[src/hdl/tla_pkg.sv]
// package: constants and carrier types for the trip-point register block
package tla_pkg;

  // register pointers
  localparam logic [7:0] TLA_PTR_UPPER = 8'h02;
  localparam logic [7:0] TLA_PTR_LOWER = 8'h03;
  localparam logic [7:0] TLA_PTR_CRIT  = 8'h04;

  // field layout of a trip-point register
  localparam int TLA_SIGN_BIT = 12;
  localparam int TLA_MAG_HI   = 11;
  localparam int TLA_MAG_LO   = 2;
  // writable bits: 12 down to 2, reserved bits 15:13 and 1:0 held at zero
  localparam logic [15:0] TLA_TRIP_MASK  = 16'h1FFC;
  localparam logic [15:0] TLA_TRIP_RESET = 16'h0000;
  localparam logic [15:0] TLA_READ_NONE  = 16'h0000;

  // measured temperature field, eighth-degree units, bits 12:1
  localparam int TLA_TEMP_HI = 12;
  localparam int TLA_TEMP_LO = 1;

  // hysteresis in eighth-degree steps: 0, 1.5, 3.0, 6.0 degrees
  localparam logic signed [13:0] TLA_HYST_0   = 14'sh0000;
  localparam logic signed [13:0] TLA_HYST_1P5 = 14'sh000C;
  localparam logic signed [13:0] TLA_HYST_3P0 = 14'sh0018;
  localparam logic signed [13:0] TLA_HYST_6P0 = 14'sh0030;

  // hysteresis codes
  typedef enum logic [1:0] {
    TLA_HYS_OFF = 2'b00,
    TLA_HYS_1P5 = 2'b01,
    TLA_HYS_3P0 = 2'b10,
    TLA_HYS_6P0 = 2'b11
  } tla_hys_t;

  // one register access from the serial bus engine
  typedef struct packed {
    logic        wr;    // write strobe, one cycle
    logic        rd;    // read strobe, one cycle
    logic [7:0]  ptr;   // register pointer
    logic [15:0] wdata; // write data
  } tla_req_t;

  // comparator status shown to the rest of the unit
  typedef struct packed {
    logic crit;  // above critical, held through hysteresis
    logic upper; // above upper, held through hysteresis
    logic lower; // below lower minus hysteresis, until back to lower
  } tla_stat_t;

endpackage

[src/hdl/tla_trip_regs.sv]
// module: trip-point registers, lock bits and window comparators
`timescale 1ns/100ps
`default_nettype none

module tla_trip_regs (
  input  wire logic              clk,
  input  wire logic              rst_b,
  input  wire logic              clk_en,
  input  wire tla_pkg::tla_req_t req,
  output logic [15:0]            rd_data_q,
  input  wire logic [15:0]       temp_meas,
  input  wire logic [1:0]        hysteresis_select,
  input  wire logic              alert_output_enable,
  input  wire logic              window_lock_set,
  input  wire logic              critical_lock_set,
  output logic                   window_lock_bit,
  output logic                   critical_lock_bit,
  output tla_pkg::tla_stat_t     stat_q,
  output logic                   alert_q
);

  // threshold field widened to eighth-degree units, fine bit zero
  function automatic logic signed [13:0] trip_eighths(
    input logic [15:0] r
  );
    logic [11:0] f;
    f = {r[tla_pkg::TLA_SIGN_BIT:tla_pkg::TLA_MAG_LO], 1'b0};
    // bit 12 is the sign, so it is copied upward
    trip_eighths = signed'({{2{f[11]}}, f});
  endfunction

  // limit lowered by the hysteresis step, the falling-side point
  function automatic logic signed [13:0] less_hyst(
    input logic signed [13:0] lim,
    input logic signed [13:0] hys
  );
    // both stay inside +-512 degrees, so 14 bits cannot wrap
    less_hyst = lim - hys;
  endfunction

  // storage and the aligned views the comparators work on
  logic [15:0]        upper_q;   // upper trip point
  logic [15:0]        lower_q;   // lower trip point
  logic [15:0]        crit_q;    // critical trip point
  logic               win_lock_q;  // window lock, sticky
  logic               crit_lock_q; // critical lock, sticky
  logic signed [13:0] temp_s;    // measured temperature, eighths
  logic signed [13:0] hyst_s;    // selected hysteresis, eighths
  logic signed [13:0] up_s;      // upper limit, eighths
  logic signed [13:0] lo_s;      // lower limit, eighths
  logic signed [13:0] cr_s;      // critical limit, eighths
  logic signed [13:0] up_clr_s;  // upper clear point, eighths
  logic signed [13:0] lo_set_s;  // lower set point, eighths
  logic signed [13:0] cr_clr_s;  // critical clear point, eighths
  logic [15:0]        wmask;     // write data with reserved bits cleared
  logic [15:0]        rd_d;      // read mux result

  // temperature arrives from the sensor core on this clock, so no sync
  // bit 12 is the sign and is copied into the two top bits
  assign temp_s = signed'({{2{temp_meas[tla_pkg::TLA_TEMP_HI]}},
                   temp_meas[tla_pkg::TLA_TEMP_HI:tla_pkg::TLA_TEMP_LO]});
  assign up_s   = trip_eighths(upper_q);
  assign lo_s   = trip_eighths(lower_q);
  assign cr_s   = trip_eighths(crit_q);
  // falling-side points; the rising side uses the bare limits
  assign up_clr_s = less_hyst(up_s, hyst_s);
  assign lo_set_s = less_hyst(lo_s, hyst_s);
  assign cr_clr_s = less_hyst(cr_s, hyst_s);
  // reserved bits never reach storage, so reads show zero
  assign wmask  = req.wdata & tla_pkg::TLA_TRIP_MASK;

  // hysteresis code to a step count
  always_comb
  begin
    case (tla_pkg::tla_hys_t'(hysteresis_select))
      tla_pkg::TLA_HYS_1P5: hyst_s = tla_pkg::TLA_HYST_1P5;
      tla_pkg::TLA_HYS_3P0: hyst_s = tla_pkg::TLA_HYST_3P0;
      tla_pkg::TLA_HYS_6P0: hyst_s = tla_pkg::TLA_HYST_6P0;
      // the off code lands here as well
      default:              hyst_s = tla_pkg::TLA_HYST_0;
    endcase
  end

  // lock bits: set by the configuration logic, cleared only by reset
  always_ff @(posedge clk or negedge rst_b)
  begin
    if (!rst_b)
    begin
      // power-on reset is the only way a lock ever falls
      win_lock_q  <= 1'b0;
      crit_lock_q <= 1'b0;
    end
    else if (clk_en)
    begin
      // no path here ever clears a lock once set
      if (window_lock_set)
        win_lock_q <= 1'b1;
      if (critical_lock_set)
        crit_lock_q <= 1'b1;
    end
  end

  assign window_lock_bit   = win_lock_q;
  assign critical_lock_bit = crit_lock_q;

  // trip-point writes, each refused while its lock stands
  always_ff @(posedge clk or negedge rst_b)
  begin
    if (!rst_b)
    begin
      // zero limits: with zero temperature nothing trips
      upper_q <= tla_pkg::TLA_TRIP_RESET;
      lower_q <= tla_pkg::TLA_TRIP_RESET;
      crit_q  <= tla_pkg::TLA_TRIP_RESET;
    end
    else if (clk_en && req.wr)
    begin
      // a lock set in the same cycle does not yet stop the write
      // pointers outside the three trip words fall through, dropped
      if (req.ptr == tla_pkg::TLA_PTR_UPPER)
      begin
        if (!win_lock_q)
          upper_q <= wmask;
      end
      else if (req.ptr == tla_pkg::TLA_PTR_LOWER)
      begin
        if (!win_lock_q)
          lower_q <= wmask;
      end
      else if (req.ptr == tla_pkg::TLA_PTR_CRIT)
      begin
        // only the critical lock guards this one
        if (!crit_lock_q)
          crit_q <= wmask;
      end
    end
  end

  // read mux, unmapped pointers read as zero
  always_comb
  begin
    if (req.ptr == tla_pkg::TLA_PTR_UPPER)
      rd_d = upper_q;
    else if (req.ptr == tla_pkg::TLA_PTR_LOWER)
      rd_d = lower_q;
    else if (req.ptr == tla_pkg::TLA_PTR_CRIT)
      rd_d = crit_q;
    else
      // configuration, result and identity words live elsewhere
      rd_d = tla_pkg::TLA_READ_NONE;
  end

  // read data is captured on the read strobe and held
  // holding lets a slow bus engine shift the word out at leisure
  always_ff @(posedge clk or negedge rst_b)
  begin
    if (!rst_b)
      rd_data_q <= tla_pkg::TLA_READ_NONE;
    else if (clk_en && req.rd)
      rd_data_q <= rd_d;
  end

  // window comparators with hysteresis on the falling side only
  always_ff @(posedge clk or negedge rst_b)
  begin
    if (!rst_b)
      stat_q <= '0;
    else if (clk_en)
    begin
      // all three compare signed, in eighth-degree units
      // upper: set above limit, clear at or below limit minus hysteresis
      if (temp_s > up_s)
        stat_q.upper <= 1'b1;
      else if (temp_s <= up_clr_s)
        stat_q.upper <= 1'b0;
      // between the two points the flag keeps its value
      // lower: set below limit minus hysteresis, clear at limit
      if (temp_s < lo_set_s)
        stat_q.lower <= 1'b1;
      else if (temp_s >= lo_s)
        stat_q.lower <= 1'b0;
      // critical: same shape as upper
      if (temp_s > cr_s)
        stat_q.crit <= 1'b1;
      else if (temp_s <= cr_clr_s)
        stat_q.crit <= 1'b0;
    end
  end

  // event output follows the held conditions while enabled
  always_ff @(posedge clk or negedge rst_b)
  begin
    if (!rst_b)
      alert_q <= 1'b0;
    else if (clk_en)
      // masking here leaves stat_q running while the output is off
      alert_q <= alert_output_enable &
                 (stat_q.upper | stat_q.lower |
                  stat_q.crit);
  end

endmodule

`default_nettype wire

[config.mk]
export PLATFORM = sky130hd
export DESIGN_NAME = tla_trip_regs
export DESIGN_NICKNAME = d
export VERILOG_FILES = /design/src/hdl/tla_pkg.sv /design/src/hdl/tla_trip_regs.sv
export SDC_FILE = /design/constraint.sdc
export NUM_CORES = 1
export LEC_CHECK = 0
export ABC_AREA = 1
export BUFFER_PORTS_ARGS = -buffer_cell sky130_fd_sc_hd__buf_4
export CORE_MARGIN = 3
export CORE_UTILIZATION = 50
export CTS_BUF_LIST = sky130_fd_sc_hd__clkbuf_2 sky130_fd_sc_hd__clkbuf_4 sky130_fd_sc_hd__clkbuf_8
export DETAILED_ROUTE_END_ITERATION = 16
export PLACE_DENSITY = 0.79
export SETUP_SLACK_MARGIN = 0.4
export SLEW_MARGIN = 0
export SYNTH_ARGS = -nofsm -noshare
export SYNTH_HDL_FRONTEND = slang
export SYNTH_SLANG_ARGS = --single-unit
[constraint.sdc]
create_clock -name clk -period 3.75 [get_ports clk]
set_input_delay 0.1875 -clock clk [delete_from_list [all_inputs] [get_ports clk]]
set_output_delay 0.1875 -clock clk [all_outputs]
set_load 0.01 [all_outputs]
======== Word-level counts from Yosys, hierarchy flattened ========
Index checks and enable logic that the tools add are counted.
operators by class
  equal/unequal tests ..................... 6
  reductions and logical operators ........ 13
  bitwise gates (word level) .............. 7
  mux-type cells .......................... 10
  order comparisons ....................... 6
  add/subtract/negate cells ............... 3
operator list
  operator            count
  $mux 13             3
  $sub 12x7->13       3
  $le 12x13->1        2
  $gt 12x12->1        2
  $pmux 6 s3          1
  $eq 8x2->1 const B  2
  $lt 12x13->1        1
  $ge 12x12->1        1
  $reduce_and 2->1    5
  $eq 8x3->1 const B  1
  $mux 1              6
  $reduce_bool 2->1   3
  $reduce_and 5->1    1
  $eq 2x2->1 const B  2
  $not 1->1           4
  $reduce_and 4->1    1
  $reduce_and 3->1    1
  $eq 2x1->1 const B  1
  $logic_and 1x1->1   2
  $or 1x1->1          2
  $and 1x1->1         1
word-level totals
  logic and storage cells ................. 55
  input bits .............................. 50
  output and inout port bits .............. 22
  register bits ........................... 55

======== Logic depth before layout (Yosys ltp) ========
  word-level depth ........................ 6
  gate-level depth with buffers ........... 25
  gate-level depth less buffers ........... 25

======== Worst setup path after synthesis ========
No wires, ideal clock.
  path kind ............................... input -> register
  start point ............................. input port hysteresis_select[1]
  end point ............................... register stat_q[2] in the netlist's numbering
  arrival time ............................ 2.648 ns
  path buffers ............................ 0
  slack ................................... 0.985 ns
  setup time .............................. 0.117 ns
  stages on the path ...................... 25
  required time ........................... 3.633 ns
  path through ............................ inv_1 -> ha_1 -> inv_1 -> fa_1 -> inv_1 -> a21oi_1 -> nor2_1 -> nor2_1 -> nand3_1 -> nor2_1 -> nand2_1 -> o21ai_1 -> inv_1 -> ha_1 -> nand2_1 -> inv_1 -> nand2_1 -> nor2_1 -> nand2_1 -> nand3_1 -> nand2_1 -> nand3_1 -> nand2_1 -> nand2_1 -> nand2_1
between the ends
  cells in the longest elaborated chain, start to end .. 6
  elaborated cells between the ends (all ways) .. 8
  classes of those cells .................. 1 x add/sub; 1 x order compare; 3 x eq/ne; 1 x mux; 2 x reduce/logical
ends and longest elaborated chain
  element                                          line                  text
  start: declaration                               tla_trip_regs.sv:12   input wire logic [1:0] hysteresis_select,
  $eq 2x2->1 / $eq 2x1->1 (equally long branches)  tla_trip_regs.sv:75   case (tla_pkg::tla_hys_t'(hysteresis_select))
  $pmux 6 s3 (*)                                   tla_trip_regs.sv:75
  $sub 12x7->13 (*)                                tla_trip_regs.sv:38   less_hyst = lim - hys;
  $le 12x13->1 (*)                                 tla_trip_regs.sv:185  else if (temp_s <= cr_clr_s)
  $reduce_bool 2->1 (no line) (*)                  n/a
  $reduce_and 2->1 (no line) (*)                   n/a
  end: declaration                                 tla_trip_regs.sv:18   output tla_pkg::tla_stat_t stat_q,
Every way passes the cells marked *; elsewhere a longest branch is shown, timed or not.
A chain may end at the register's enable or synchronous reset.

======== Worst setup path in the final report ========
Ends and elaborated chain as after synthesis.

==> results.md <==
* MaxCap Viol Count at 0
* CTS max path bufs at 2
* Critical path's slowest cell: ha_1
* Setup-failing EPs final at 0
* Reg-to-Reg End: stat_q[2]$_DFFE_PN0P_
* Drt pass-1 iters at 5
* Hold Vio Cnt, Final at 0
* Largest net degree at the start of global routing at 51
* Number of synthesized register bits at 50
* Initial antenna violation count at 0
* Hold/Removal Path Class: input port to flip-flop
* Slew @ Worst Pin at 774 ps
* Synth top cells by count: nand2_1, inv_1, ha_1
* PortBufs at 57
* Kind of critical path: input port to flip-flop
* Congestion Overflow GR at 0
* Most common cell in the netlist: nand2_1
* Clk slew on worst S/H paths at 100 ps
* Async S/R FF share, synth at 100%
* Die height at 103 um
* Max-slew headroom at 48.3%
* Die X at 103 um
* Met3 usage at 3.04%
* Fin crit period at 3060 ps
* Total die area at 10,600 um2
* Maximum vdd drop at 0.169 mV
* Cells after Synth at 629
* Post-route ant nets at 0
* Status: finished, final reports clean
* Critical Path RT at 3970 ps
* GP Congestion at 1.09
* Postcts setup bufs at 0
* Library cells used by synthesis at 38
* Lkg Pwr at 2.86 nW
* GRT Total Usage at 23.7%
* Drt drc at 0
* Setup crit end kind: flip-flop
* Starting density of the core at 52.5%
* Most frequent cell on the critical path: nand2_1
* GR peak layer: met2
* Fraction of layout cells with a size suffix above 1 at 13.4%
* Register area share after synthesis at 26.7%
* RSZ-0062 raised after global routing: yes
* Clock root buffer: clkbuf_8
* Tcrit/Tclk final at 81.6%
* First-pass GRT wire length at 19,400 um
* IO Pins at 72
* Initial drt markers at 238
* CTS tree: yes
* # H-tree levels at 2
* M2 GR Usage at 41.2%
* Synth top area share at 26.7%
* Max Fclk at 0.327 GHz
* Hold Path Cell Cnt at 2
* CP max stage delay at 350 ps
* Post-DP HPWL at 10,300 um
* Clk sinks at 50
* Vias/cell at 5.55
* R2r setup slk at 700 ps
* Vias in the first global route at 4,166
* Post-synth EDFFs at 0
* Avg Cell Area, Syn at 7.45 um2
* WL/cell at 15.6 um
* Clock Skew at 10.3 ps
* N_diodes at 0
* CP max FO at 5
* Area of the mapped netlist at 4690 um2
* Ys flop type: dfrtp_1
* Non-filler cells, final at 793
* CP startpoint kind: input port
* Inserted Clock Buffers at 5
* Core ar. at 8930 um2
* Final slew viol count at 0
* PwrDens at 257 nW/um2
* Hold Path Origin: window_lock_set
* CP Data Arrival Time at 3280 ps
* Post-route cell area at 5310 um2
* Grt met1 use at 30.9%
* Top post-synthesis cells by area: dfrtp_1, ha_1, nand2_1
* R2R cell count at 24
* Worst skew pair latency at 310 ps
* Area growth syn-to-layout at 13.3%
* Reg-to-reg critical path startpoint: crit_q[3]$_DFFE_PN0P_
* TNS Setup at 0 ps
* Leading area contributor after synthesis: dfrtp_1
* Placed cell area at 5170 um2
* Site Rows at 34
* WHS Endpoint: window_lock_bit$_DFFE_PN0P_
* Via Count at 4,402
* Placed Cells at 784
* Total Nets Final at 817
* Drt total wl at 12,300 um
* Synth Warn # at 0
[repair_timing]
action,4_1_cts,5_1_grt
gates resized for setup,0,4
setup endpoints to repair,0,2
hold buffers,1,0
endpoints found under the hold margin,50,0
[per-layer routing]
| layer | part of all wire (%) | wire, um | vias to the layer above |
|---|---|---|---|
| li1 | - | - | 2163 |
| met4 | 3.0 | 366 | 0 |
| met1 | 43 | 5300 | 2035 |
| met5 | 0 | 0 | - |
| met2 | 48 | 5930 | 164 |
| met3 | 6.1 | 750 | 40 |
[power breakdown]
group,leakage [nW],internal (mW),total [mW],switching (mW)
Clock,0.0585,0.200,0.396,0.196
Combinational,2.14,0.169,0.393,0.224
Sequential,0.656,0.561,0.575,0.0143
Total,2.86,0.930,1.36,0.434
[worst max-delay path by stage]
stage                                from                     to  slack (ps)
finish               hysteresis_select[1]  stat_q[2]$_DFFE_PN0P_         690
floorplan            hysteresis_select[1]  stat_q[2]$_DFFE_PN0P_         990
detailed placement   hysteresis_select[1]  stat_q[2]$_DFFE_PN0P_         300
CTS                 crit_q[3]$_DFFE_PN0P_  stat_q[2]$_DFFE_PN0P_         590
global placement     hysteresis_select[1]  stat_q[2]$_DFFE_PN0P_         510
global route        crit_q[3]$_DFFE_PN0P_  stat_q[2]$_DFFE_PN0P_         350
[critical path, delay by kind of cell]
family	cells	cell delay, ps
and+or+nand+nor	15	1240
adders and majority gates	3	920
AOI/OAI and AO/OA	2	260
buffers and inverters	6	650
[placed cells by master (no fill, tap or decap), types with 2 or more instances in the layout]
master / n
nand3b_1: 5
and2_1: 2
a21oi_1: 29
o21a_1: 2
dfrtp_1: 50
o21ai_0: 6
nand3_2: 2
o21ai_2: 11
clkbuf_8: 5
nor2_1: 61
nor3_2: 2
nand3_1: 20
xor2_1: 17
nand2_2: 3
nand2_1: 141
o22ai_1: 10
nand4_1: 13
a21o_1: 7
conb_1: 5
nor2_2: 4
ha_1: 79
o21ai_1: 36
a31oi_1: 3
inv_1: 95
xnor2_1: 2
buf_4: 57
fa_1: 3
o21bai_1: 2
[cell families (layout without fill, tap and decap cells)]
group           after synthesis  in the layout  share of synthesized area, %
fa+ha+maj                    83             83                          22.6
other cells                   1              5                        0.0800
buf+inv                     110            162                          9.64
flops                        50             50                          26.7
simple gates                258            258                          23.9
compound gates              108            108                          13.5
xor+xnor                     19             19                          3.55
[metrics by stage]
stage	power, mW	hold WS (ps)	setup WS [ps]	utilization [%]
4_1_cts	1.37	77.5	589	59.3
3_5_place_dp	0.973	261	300	57.9
3_3_place_gp	0.949	249	506	57.9
5_1_grt	1.45	70.1	346	59.4
6_report	1.36	78.3	692	59.4
2_1_floorplan	0.821	-108	985	-
[sequential cells by signal, indices dropped and copies added, names as in the netlist]
signal	count
window_lock_bit	1
stat_q	3
critical_lock_bit	1
crit_q	11
lower_q	11
rd_data_q	11
alert_q	1
upper_q	11
[layout make-up]
type                    count  area [um2]
clock buffers               5        68.8
repair buffers             58         438
fillers                   798        3620
clock inverters             3        43.8
well taps                 108         135
flip-flops and latches     50        1250
inverters                  96         360
multi-input cells         473        3010
Power figures use the tool's default switching activity.
